===== src/dbgca_consts.svh =====
// Constants of debug comparator A: offsets, bit positions,
// reset values and widths. Included by package and block.
`ifndef DBGCA_CONSTS_SVH
`define DBGCA_CONSTS_SVH

// Widths
`define DBGCA_RAW        16
`define DBGCA_AW         24
`define DBGCA_DW         32

// Register byte offsets
`define DBGCA_CTL_OFS    16'h0110
`define DBGCA_STAT_OFS   16'h0111
`define DBGCA_ADDR_OFS   16'h0115
`define DBGCA_DATA_OFS   16'h0118
`define DBGCA_MASK_OFS   16'h011c

// Control bit positions
`define DBGCA_INV_BIT    6
`define DBGCA_PC_BIT     5
`define DBGCA_DIR_BIT    3
`define DBGCA_DIRE_BIT   2
`define DBGCA_ON_BIT     0

// Writable control bits
`define DBGCA_CTL_WMASK  8'h6d

// Status bit positions
`define DBGCA_ST_PROF    0
`define DBGCA_ST_BLOCK   1
`define DBGCA_ST_MATCH   2

// Reset values
`define DBGCA_CTL_RST    8'h00
`define DBGCA_ADDR_RST   24'h000000
`define DBGCA_DATA_RST   32'h00000000
`define DBGCA_MASK_RST   32'h00000000

`endif


===== src/dbgca_pkg.sv =====
// Types of debug comparator A.
// Assumes dbgca_consts.svh is on the include path.
`include "dbgca_consts.svh"

package dbgca_pkg;

  typedef struct packed {
    logic [7:0]            ctl;
    logic [`DBGCA_AW-1:0]  addr;
    logic [`DBGCA_DW-1:0]  data;
    logic [`DBGCA_DW-1:0]  mask;
    logic                  prof;
    logic                  match;
    logic [7:0]            rdata;
  } dbgca_state_t;

endpackage : dbgca_pkg


===== src/dbgca_match.sv =====
// Debug comparator A: registers and match logic.
// Assumes core buses and session inputs share the clock.
//
// What this block does
// (RULE1) Writes ignored while armed or profiling
// (RULE2) Inversion bit selects equal or differ
// (RULE3) Bit 5 picks data or PC address
// (RULE4) Bit 3 selects write or read
// (RULE5) Bit 2 enables direction qualification
// (RULE6) No match unless bit 0 set
// (RULE7) Qualified direction must equal direction bit
// (RULE8) PC matches ignore data and direction
// (RULE9) 24-bit address compared bit for bit
// (RULE10) 32-bit data compared bit for bit
// (RULE11) Only mask-one bits take part
// (RULE12) Data bytes, lowest address holds MSB
// (RULE13) Mask register byte accessible, zero excludes
// (RULE14) Profiling flag set first entry, cleared end
// (RULE15) Single match pulse when criteria hold
//
// Chosen here: the address-and-strobe port.
`timescale 1ns/100ps
`include "dbgca_consts.svh"

module dbgca_match
  import dbgca_pkg::*;
(
  input  wire logic                  clock,
  input  wire logic                  rst_n,
  input  wire logic [`DBGCA_RAW-1:0] reg_addr,
  input  wire logic [7:0]            reg_wdata,
  input  wire logic                  reg_wr,
  input  wire logic                  reg_rd,
  output logic      [7:0]            reg_rdata,
  input  wire logic                  session_armed,
  input  wire logic                  profile_start,
  input  wire logic                  profile_end,
  input  wire logic                  bus_valid,
  input  wire logic [`DBGCA_AW-1:0]  bus_addr,
  input  wire logic [`DBGCA_DW-1:0]  bus_data,
  input  wire logic                  bus_rw,
  input  wire logic                  pc_valid,
  input  wire logic [`DBGCA_AW-1:0]  pc_addr,
  output logic                       match,
  output logic                       profiling_active
);

  dbgca_state_t st_q;
  dbgca_state_t st_d;

  logic                 blocked;
  logic                 on;
  logic                 pc_sel;
  logic                 inv;
  logic                 dir_en;
  logic                 dir_val;
  logic                 addr_hit;
  logic                 pc_hit;
  logic                 data_eq;
  logic                 data_ok;
  logic                 dir_ok;
  logic                 hit;
  logic [`DBGCA_RAW-1:0] ofs;

  always_comb begin
    blocked  = session_armed | st_q.prof;                  // RULE1
    on       = st_q.ctl[`DBGCA_ON_BIT];
    pc_sel   = st_q.ctl[`DBGCA_PC_BIT];
    inv      = st_q.ctl[`DBGCA_INV_BIT];
    dir_en   = st_q.ctl[`DBGCA_DIRE_BIT];
    dir_val  = st_q.ctl[`DBGCA_DIR_BIT];
    addr_hit = (bus_addr == st_q.addr);                    // RULE9
    pc_hit   = (pc_addr == st_q.addr);                     // RULE9
    data_eq  = (((bus_data ^ st_q.data) & st_q.mask)
                == `DBGCA_DATA_RST);                       // RULE10 RULE11 RULE13
    data_ok  = inv ? !data_eq : data_eq;                   // RULE2
    dir_ok   = !dir_en || (bus_rw == dir_val);             // RULE4 RULE5 RULE7
    if (pc_sel) begin                                      // RULE3
      hit = pc_valid && pc_hit;                            // RULE8
    end else begin
      hit = bus_valid && addr_hit && data_ok && dir_ok;
    end
  end

  always_comb begin
    st_d       = st_q;
    st_d.match = on && hit;                                // RULE6 RULE15
    st_d.rdata = 8'h00;
    ofs        = reg_addr;
    // Profiling flag, set wins over clear
    if (profile_start) begin
      st_d.prof = 1'b1;                                    // RULE14
    end else if (profile_end) begin
      st_d.prof = 1'b0;                                    // RULE14
    end
    // Register writes
    if (reg_wr && !blocked) begin                          // RULE1
      if (ofs == `DBGCA_CTL_OFS) begin
        st_d.ctl = reg_wdata & `DBGCA_CTL_WMASK;
      end else if (ofs == `DBGCA_ADDR_OFS) begin
        st_d.addr[23:16] = reg_wdata;
      end else if (ofs == `DBGCA_ADDR_OFS + 16'h0001) begin
        st_d.addr[15:8] = reg_wdata;
      end else if (ofs == `DBGCA_ADDR_OFS + 16'h0002) begin
        st_d.addr[7:0] = reg_wdata;
      end else if (ofs == `DBGCA_DATA_OFS) begin
        st_d.data[31:24] = reg_wdata;                      // RULE12
      end else if (ofs == `DBGCA_DATA_OFS + 16'h0001) begin
        st_d.data[23:16] = reg_wdata;                      // RULE12
      end else if (ofs == `DBGCA_DATA_OFS + 16'h0002) begin
        st_d.data[15:8] = reg_wdata;                       // RULE12
      end else if (ofs == `DBGCA_DATA_OFS + 16'h0003) begin
        st_d.data[7:0] = reg_wdata;                        // RULE12
      end else if (ofs == `DBGCA_MASK_OFS) begin
        st_d.mask[31:24] = reg_wdata;                      // RULE13
      end else if (ofs == `DBGCA_MASK_OFS + 16'h0001) begin
        st_d.mask[23:16] = reg_wdata;                      // RULE13
      end else if (ofs == `DBGCA_MASK_OFS + 16'h0002) begin
        st_d.mask[15:8] = reg_wdata;                       // RULE13
      end else if (ofs == `DBGCA_MASK_OFS + 16'h0003) begin
        st_d.mask[7:0] = reg_wdata;                        // RULE13
      end
    end
    // Register reads, allowed at any time
    if (reg_rd) begin
      if (ofs == `DBGCA_CTL_OFS) begin
        st_d.rdata = st_q.ctl;
      end else if (ofs == `DBGCA_STAT_OFS) begin
        st_d.rdata[`DBGCA_ST_PROF]  = st_q.prof;
        st_d.rdata[`DBGCA_ST_BLOCK] = blocked;
        st_d.rdata[`DBGCA_ST_MATCH] = st_q.match;
      end else if (ofs == `DBGCA_ADDR_OFS) begin
        st_d.rdata = st_q.addr[23:16];
      end else if (ofs == `DBGCA_ADDR_OFS + 16'h0001) begin
        st_d.rdata = st_q.addr[15:8];
      end else if (ofs == `DBGCA_ADDR_OFS + 16'h0002) begin
        st_d.rdata = st_q.addr[7:0];
      end else if (ofs == `DBGCA_DATA_OFS) begin
        st_d.rdata = st_q.data[31:24];
      end else if (ofs == `DBGCA_DATA_OFS + 16'h0001) begin
        st_d.rdata = st_q.data[23:16];
      end else if (ofs == `DBGCA_DATA_OFS + 16'h0002) begin
        st_d.rdata = st_q.data[15:8];
      end else if (ofs == `DBGCA_DATA_OFS + 16'h0003) begin
        st_d.rdata = st_q.data[7:0];
      end else if (ofs == `DBGCA_MASK_OFS) begin
        st_d.rdata = st_q.mask[31:24];
      end else if (ofs == `DBGCA_MASK_OFS + 16'h0001) begin
        st_d.rdata = st_q.mask[23:16];
      end else if (ofs == `DBGCA_MASK_OFS + 16'h0002) begin
        st_d.rdata = st_q.mask[15:8];
      end else if (ofs == `DBGCA_MASK_OFS + 16'h0003) begin
        st_d.rdata = st_q.mask[7:0];
      end
    end
  end

  always_ff @(posedge clock) begin
    if (!rst_n) begin
      st_q.ctl   <= `DBGCA_CTL_RST;
      st_q.addr  <= `DBGCA_ADDR_RST;
      st_q.data  <= `DBGCA_DATA_RST;
      st_q.mask  <= `DBGCA_MASK_RST;
      st_q.prof  <= 1'b0;
      st_q.match <= 1'b0;
      st_q.rdata <= 8'h00;
    end else begin
      st_q <= st_d;
    end
  end

  assign reg_rdata        = st_q.rdata;
  assign match            = st_q.match;
  assign profiling_active = st_q.prof;

  // Checks
  a_write_blocked: // RULE1
    assert property (@(posedge clock) disable iff (!rst_n)
      (reg_wr && (session_armed || st_q.prof)
       && reg_addr == `DBGCA_CTL_OFS)
      |=> $stable(st_q.ctl))
    else $error("Control written while blocked");

  a_invert_data: // RULE2
    assert property (@(posedge clock) disable iff (!rst_n)
      (on && inv && !pc_sel && bus_valid
       && (bus_data & st_q.mask) == (st_q.data & st_q.mask))
      |=> !match)
    else $error("Inverted match on equal data");

  a_pc_match: // RULE3
    assert property (@(posedge clock) disable iff (!rst_n)
      (on && pc_sel && pc_valid && pc_addr == st_q.addr)
      |=> match)
    else $error("PC hit missed");

  a_direction_qual: // RULE7
    assert property (@(posedge clock) disable iff (!rst_n)
      (on && !pc_sel && dir_en && bus_rw != dir_val)
      |=> !match)
    else $error("Match on wrong direction");

  a_comparator_off: // RULE6
    assert property (@(posedge clock) disable iff (!rst_n)
      !on |=> !match)
    else $error("Match while disabled");

  a_masked_match: // RULE11
    assert property (@(posedge clock) disable iff (!rst_n)
      (on && !pc_sel && !inv && !dir_en && bus_valid
       && bus_addr == st_q.addr && st_q.mask == `DBGCA_MASK_RST)
      |=> match)
    else $error("Fully masked data did not match");

  a_data_byte: // RULE12
    assert property (@(posedge clock) disable iff (!rst_n)
      (reg_wr && !session_armed && !st_q.prof
       && reg_addr == `DBGCA_DATA_OFS)
      |=> st_q.data[31:24] == $past(reg_wdata))
    else $error("Data top byte not written");

  a_profile_flag: // RULE14
    assert property (@(posedge clock) disable iff (!rst_n)
      profile_start |=> profiling_active)
    else $error("Profiling flag not set");

  a_read_ctl: // RULE1
    assert property (@(posedge clock) disable iff (!rst_n)
      (reg_rd && reg_addr == `DBGCA_CTL_OFS)
      |=> reg_rdata == $past(st_q.ctl))
    else $error("Control read back wrong");

  a_read_status: // RULE1
    assert property (@(posedge clock) disable iff (!rst_n)
      (reg_rd && reg_addr == `DBGCA_STAT_OFS)
      |=> reg_rdata[`DBGCA_ST_BLOCK] == $past(session_armed || profiling_active))
    else $error("Blocked status read back wrong");

  a_read_mask: // RULE13
    assert property (@(posedge clock) disable iff (!rst_n)
      (reg_rd && reg_addr == `DBGCA_MASK_OFS)
      |=> reg_rdata == $past(st_q.mask[31:24]))
    else $error("Mask top byte read back wrong");

  a_read_idle: // RULE1
    assert property (@(posedge clock) disable iff (!rst_n)
      !reg_rd |=> reg_rdata == 8'h00)
    else $error("Read data not cleared");

  a_block_address: // RULE1
    assert property (@(posedge clock) disable iff (!rst_n)
      (reg_wr && (session_armed || profiling_active)
       && reg_addr >= `DBGCA_ADDR_OFS && reg_addr <= `DBGCA_ADDR_OFS + 16'h0002)
      |=> $stable(st_q.addr))
    else $error("Address written while blocked");

  a_block_data: // RULE1
    assert property (@(posedge clock) disable iff (!rst_n)
      (reg_wr && (session_armed || profiling_active)
       && reg_addr >= `DBGCA_DATA_OFS && reg_addr <= `DBGCA_DATA_OFS + 16'h0003)
      |=> $stable(st_q.data))
    else $error("Data written while blocked");

  a_block_mask: // RULE1
    assert property (@(posedge clock) disable iff (!rst_n)
      (reg_wr && (session_armed || profiling_active)
       && reg_addr >= `DBGCA_MASK_OFS && reg_addr <= `DBGCA_MASK_OFS + 16'h0003)
      |=> $stable(st_q.mask))
    else $error("Mask written while blocked");

  a_data_source: // RULE3
    assert property (@(posedge clock) disable iff (!rst_n)
      (!pc_sel && !bus_valid) |=> !match)
    else $error("Data mode matched without access");

  a_direction_read: // RULE4
    assert property (@(posedge clock) disable iff (!rst_n)
      (on && !pc_sel && !inv && dir_en && bus_valid && bus_rw == dir_val
       && bus_addr == st_q.addr
       && (bus_data & st_q.mask) == (st_q.data & st_q.mask))
      |=> match)
    else $error("Qualified access missed");

  a_direction_free: // RULE5
    assert property (@(posedge clock) disable iff (!rst_n)
      (on && !pc_sel && !inv && !dir_en && bus_valid && bus_addr == st_q.addr
       && (bus_data & st_q.mask) == (st_q.data & st_q.mask))
      |=> match)
    else $error("Unqualified access missed");

  a_pc_no_fetch: // RULE8
    assert property (@(posedge clock) disable iff (!rst_n)
      (pc_sel && !pc_valid) |=> !match)
    else $error("PC mode matched without fetch");

  a_pc_data_blind: // RULE8
    assert property (@(posedge clock) disable iff (!rst_n)
      (on && pc_sel && inv && pc_valid && pc_addr == st_q.addr)
      |=> match)
    else $error("PC hit blocked by data settings");

  a_address_miss: // RULE9
    assert property (@(posedge clock) disable iff (!rst_n)
      (!pc_sel && bus_addr != st_q.addr) |=> !match)
    else $error("Match on wrong data address");

  a_pc_miss: // RULE9
    assert property (@(posedge clock) disable iff (!rst_n)
      (pc_sel && pc_addr != st_q.addr) |=> !match)
    else $error("Match on wrong PC address");

  a_data_miss: // RULE10
    assert property (@(posedge clock) disable iff (!rst_n)
      (!pc_sel && !inv && (bus_data & st_q.mask) != (st_q.data & st_q.mask))
      |=> !match)
    else $error("Match on differing data");

  a_invert_differ: // RULE2
    assert property (@(posedge clock) disable iff (!rst_n)
      (on && !pc_sel && inv && !dir_en && bus_valid && bus_addr == st_q.addr
       && (bus_data & st_q.mask) != (st_q.data & st_q.mask))
      |=> match)
    else $error("Inverted match on differing data missed");

  a_data_low_byte: // RULE12
    assert property (@(posedge clock) disable iff (!rst_n)
      (reg_wr && !session_armed && !profiling_active
       && reg_addr == `DBGCA_DATA_OFS + 16'h0003)
      |=> st_q.data[7:0] == $past(reg_wdata))
    else $error("Data low byte not written");

  a_mask_byte: // RULE13
    assert property (@(posedge clock) disable iff (!rst_n)
      (reg_wr && !session_armed && !profiling_active
       && reg_addr == `DBGCA_MASK_OFS)
      |=> st_q.mask[31:24] == $past(reg_wdata))
    else $error("Mask top byte not written");

  a_profile_clear: // RULE14
    assert property (@(posedge clock) disable iff (!rst_n)
      (profile_end && !profile_start) |=> !profiling_active)
    else $error("Profiling flag not cleared");

  a_profile_hold: // RULE14
    assert property (@(posedge clock) disable iff (!rst_n)
      (!profile_start && !profile_end) |=> $stable(profiling_active))
    else $error("Profiling flag changed without event");

  a_match_idle: // RULE15
    assert property (@(posedge clock) disable iff (!rst_n)
      (!bus_valid && !pc_valid) |=> !match)
    else $error("Match without any access");

endmodule : dbgca_match


===== config.mk =====
export PLATFORM = sky130hd
export DESIGN_NAME = dbgca_match
export DESIGN_NICKNAME = d
export VERILOG_FILES = /design/src/dbgca_pkg.sv /design/src/dbgca_match.sv
export VERILOG_INCLUDE_DIRS = /design/src
export SDC_FILE = /design/constraint.sdc
export NUM_CORES = 1
export LEC_CHECK = 0
export BUFFER_PORTS_ARGS = -buffer_cell sky130_fd_sc_hd__buf_2
export CORE_MARGIN = 8
export CORE_UTILIZATION = 35
export DETAILED_ROUTE_END_ITERATION = 6
export PLACE_DENSITY_LB_ADDON = 0.12
export SETUP_SLACK_MARGIN = 0.3
export SLEW_MARGIN = 10
export SYNTH_ARGS = -nofsm -noshare
export SYNTH_HDL_FRONTEND = slang
export SYNTH_SLANG_ARGS = --single-unit

===== constraint.sdc =====
create_clock -name clock -period 5.62 [get_ports clock]
set_clock_uncertainty 0.1 [all_clocks]
set_input_delay 0.281 -clock clock [delete_from_list [all_inputs] [get_ports clock]]
set_output_delay 0.281 -clock clock [all_outputs]
set_load 0.005 [all_outputs]

### After elaboration in Yosys (flattened, before gate mapping)

Index checks and enable logic that the tools add are counted.

| word-level totals | value |
|---|---|
| register bits | 103 |
| input port bits | 114 |
| output and inout bits | 10 |
| logic and storage cells | 93 |

| cells by class | value |
|---|---|
| equality and inequality tests | 16 |
| multiplexer cells | 18 |
| bitwise operators | 15 |
| reductions and logical operators | 27 |

Operators with widths:

| operator | number |
|---|---|
| 16-bit by 9-bit == test with 1-bit output (second input constant) | 13 |
| 8-bit 2-to-1 mux | 11 |
| 24-bit == test | 2 |
| 32-bit bitwise AND | 1 |
| 32-bit logical NOT | 1 |
| 32-bit XOR | 1 |
| 13-bit AND reduction | 1 |
| 1-bit NOT | 12 |
| 12-bit AND reduction | 1 |
| 11-bit AND reduction | 1 |
| 10-bit AND reduction | 1 |
| 9-bit AND reduction | 1 |
| 8-bit AND reduction | 1 |
| 7-bit 2-to-1 mux | 1 |
| 7-bit AND reduction | 1 |
| 1-bit logical AND | 6 |
| 6-bit AND reduction | 1 |
| 5-bit AND reduction | 1 |
| 1-bit 2-to-1 mux | 4 |
| 4-bit 2-to-1 mux | 1 |
| 2-bit AND reduction | 2 |
| 4-bit AND reduction | 1 |
| 1-bit logical NOT | 3 |
| 3-bit 2-to-1 mux | 1 |
| 7 further kinds | 7 |

### Longest topological paths before layout

| depth | value |
|---|---|
| depth after elaboration | 14 |
| depth in mapped cells | 9 |
| gate-level depth less buffers | 6 |

### Worst setup path after synthesis

OpenSTA, ideal clock, no wires.

| path | value |
|---|---|
| kind | input to register |
| from | in reg_addr[5] |
| to | reg st_q[90] in the netlist's numbering |
| library setup time | 116 ps |
| arrival | 2010 ps |
| required time | 5404 ps |
| path slack | 3394 ps |
| stages | 8 |
| path buffers | 2 |
| cells stage by stage | or4b_1 -> buf_2 -> nor3_4 -> a31oi_4 -> and3_1 -> buf_4 -> mux2i_1 -> nor2b_1 |

| on the way | value |
|---|---|
| cells in the longest elaborated chain, start to end | 3 |
| elaborated cells on any way between the ends | 4 |
| classes of those cells | 2 x eq/ne; 1 x bitwise; 1 x reduce/logical |

RTL lines:

| element | line | source |
|---|---|---|
| start, declared | dbgca_match.sv:30 | `` input wire logic [`DBGCA_RAW-1:0] reg_addr, `` |
| 16-bit by 9-bit == test with 1-bit output (no line) | - |  |
| 1-bit NOT (no line) | - |  |
| 3-bit AND reduction (no line) (*) | - |  |
| end signal, assigned | dbgca_match.sv:168 | `st_q <= st_d;` |
| end, declared | dbgca_match.sv:48 | `dbgca_state_t st_q;` |

Mark *: on every way between the ends. The rest lies on a longest branch, timed or not.
A chain may end at the register's enable or synchronous reset.

### Worst setup path in the final report

| path | value |
|---|---|
| from | in reg_addr[5] |
| to | reg st_q[93] in the netlist's numbering |

Same word-level chain as after synthesis.

==> metrics.txt <==
worst path cell trace=buf_2, nor4b_1, nand3_1, nor2_1, and3_1, mux2i_1, nor2b_1; mapped cell area=0.00611 mm^2; Cell Count, Final, Fillers Out=1,000; First-pass DRT Iterations=5; critical path required time=5.77 ns; clock latency at the later pin of the worst-skew pair=0.36 ns; total CTS buffers=9; Pleak=3.01 nW; total gr overflow=0; number of synthesized register bits=103; Gate Count Post-Synth=681; Synth area leaders=dfxtp_1, mux2i_1, xor2_1, nor2b_1, nand2_1; core area=0.0172 mm^2; final worst path period need=3.21 ns; sequential fraction of the synthesis area=0.337; unrepaired setup endpoints after global routing=false; Iteration-0 DRC Markers=662; Crit-path slowest cell=nor4b_1; HP Class=primary input to flip-flop; Layout area overhead=16.3%; Diodes inserted=0; Peak VDD IR=0.160 mV; first-pass GRT wire length=33.6 mm; Placed Cells=984; Final nets=884; vias in the first global route=5,485; setup_tns=0 ns; area of the multi-input gates=0.00381 mm^2; die height=148 um; crit share post-route=0.570; initial core utilization=0.356; CTS resizes=0; Post-DP HPWL=16.6 mm; Tot GR Track Use=0.200; vias=5,483; WHS=0.0428 ns; Post-CTS Setup Inserts=0; Critical Path AT=3.36 ns; # IOs=124; predominant post-synthesis flop cell=dfxtp_1; critical path capture point type=flip-flop; Worst Max-Slew Pin Slew=1.04 ns; fin. max-slew vios=0; DRC=0; DIE AREA=0.0220 mm^2; Worst-path clk slew=0.07 ns; depth of the CTS H-tree=3; Die Width=148 um; share of the synthesized area in the top cell type=0.337; MaxCap Viol Count=0; PwrDens=217 mW/mm^2; Fillers=1,753; DRT Wirelength=22.1 mm; initial antenna violation count=0; layout cell share with drive strength beyond 1=0.212; clock sink total=103; post-route ant nets=0; Clock Tree Buf Depth=2; largest net degree at the start of global routing=98; CTS tree=built; Via-to-Cell Ratio=5.48; FP Rows=48; CP Launch Type=primary input; synth unique cells=56; per-cell routed wire length=22.1 um; Storage cell area=0.00206 mm^2; Worst Path Class, Setup=primary input to flip-flop; CP max stage delay=0.76 ns; Post-synth EDFFs=0; crit path max fanout=12; Max Freq=312 MHz; Post-CTS Hold Fix Bufs=0; final hold violation count=0; gpl congestion=0.885; port bufs=123; status=finished, final reports clean; Post-Syn Area per Cell=8.98 um^2; Yosys top cell by area=dfxtp_1; top-count cell post-synth=dfxtp_1; reg2reg setup slack=3.11 ns; synth cell count leaders=dfxtp_1, nand2_1, mux2i_1; synth warn=0; Max-slew headroom=0.300; final setup fails=0; asr flop ratio synth=0; synthesized net count=795; CTS root buf=clkbuf_16
-- state kept, by name (all words and copies together) (netlist names) --
name and flops:
inv 1, dir_en 1, on 1, match 1, reg_rdata 8, dir_val 1, profiling_active 1, pc_sel 1
st_q 88
-- power breakdown --
group | switching, W | total [W] | leakage (nW) | internal (W)
Combinational | 0.0000895 | 0.000155 | 2.03 | 0.0000653
Sequential | 0.000000607 | 0.000730 | 0.829 | 0.000730
Clock | 0.000294 | 0.000657 | 0.148 | 0.000363
-- stage by stage --
step	setup slack (ns)	area, um^2	utilization	power (W)
after detailed placement	2.14	6800	0.396	0.000901
after CTS	2.51	7110	0.414	0.00156
after global placement	2.24	6800	0.396	0.000901
after global routing	2.30	7110	0.414	0.00160
after floorplan	3.39	6110	-	0.000828
final	2.41	7110	0.414	0.00154
-- critical path, delay by kind of cell --
family                 cells  cell delay (ns)
muxes                      1             0.25
and+or+nand+nor            5             2.71
buffers and inverters      1             0.10
-- cell type report --
type / instances / share of cell area
Multi-Input combinational cell: 527 / 0.536
Clock buffer: 11 / 0.0341
Sequential cell: 103 / 0.290
Tap cell: 225 / 0.0396
Timing Repair Buffer: 125 / 0.0887
Inverter: 4 / 0.00211
Clock inverter: 5 / 0.00933
-- per-layer routing --
metal / part of all wire / global-route usage / routed length [um] / vias up
met3: 0.071 / 0.0374 / 1560 / 34
met5: 0 / 0 / 0 / -
li1: - / - / - / 2596
met1: 0.46 / 0.281 / 10100 / 2631
met4: 0.023 / 0.0668 / 499 / 0
met2: 0.45 / 0.300 / 9960 / 222
-- placed cells by master, fill, tap and decap left out, drive strengths merged, types with 3 or more instances in the layout --
cell	Yosys	routed
a31oi	8	8
a22oi	17	17
inv	4	5
nand3	30	30
a21boi	33	33
o21ai	15	15
nand4	12	12
nor2	12	12
nor3	13	13
a21oi	12	12
nand2	75	75
nand2b	6	6
xor2	66	66
buf	22	125
clkbuf	25	11
o21a	4	4
a211oi	3	3
nor4b	3	3
and2	3	3
nor2b	68	68
nor4	16	16
mux2i	69	69
and3	4	4
a22o	3	3
mux4	6	6
dfxtp	103	103
mux2	4	4
o22ai	7	7
xnor2	16	16
-- worst paths after layout --
path	depth (start not counted)	to	from
setup / recovery	7	st_q[93]$_SDFFE_PN0P_	reg_addr[5]
hold / removal	2	profiling_active$_SDFFE_PN0P_	profile_start
setup reg to reg	6	st_q[93]$_SDFFE_PN0P_	profiling_active$_SDFFE_PN0P_
hold reg to reg	2	st_q[38]$_SDFFE_PN0P_	st_q[38]$_SDFFE_PN0P_
-- logic make-up (layout without fill, tap and decap cells) --
kind of cell,after synthesis,after routing,synth area share
AO/OA/AOI/OAI,118,118,0.139
buffers and inverters,51,145,0.0393
XOR/XNOR,82,82,0.117
multiplexers,79,79,0.142
flip-flops,103,103,0.337
AND/OR/NAND/NOR,248,248,0.224
(Power assumes the default switching activity.)
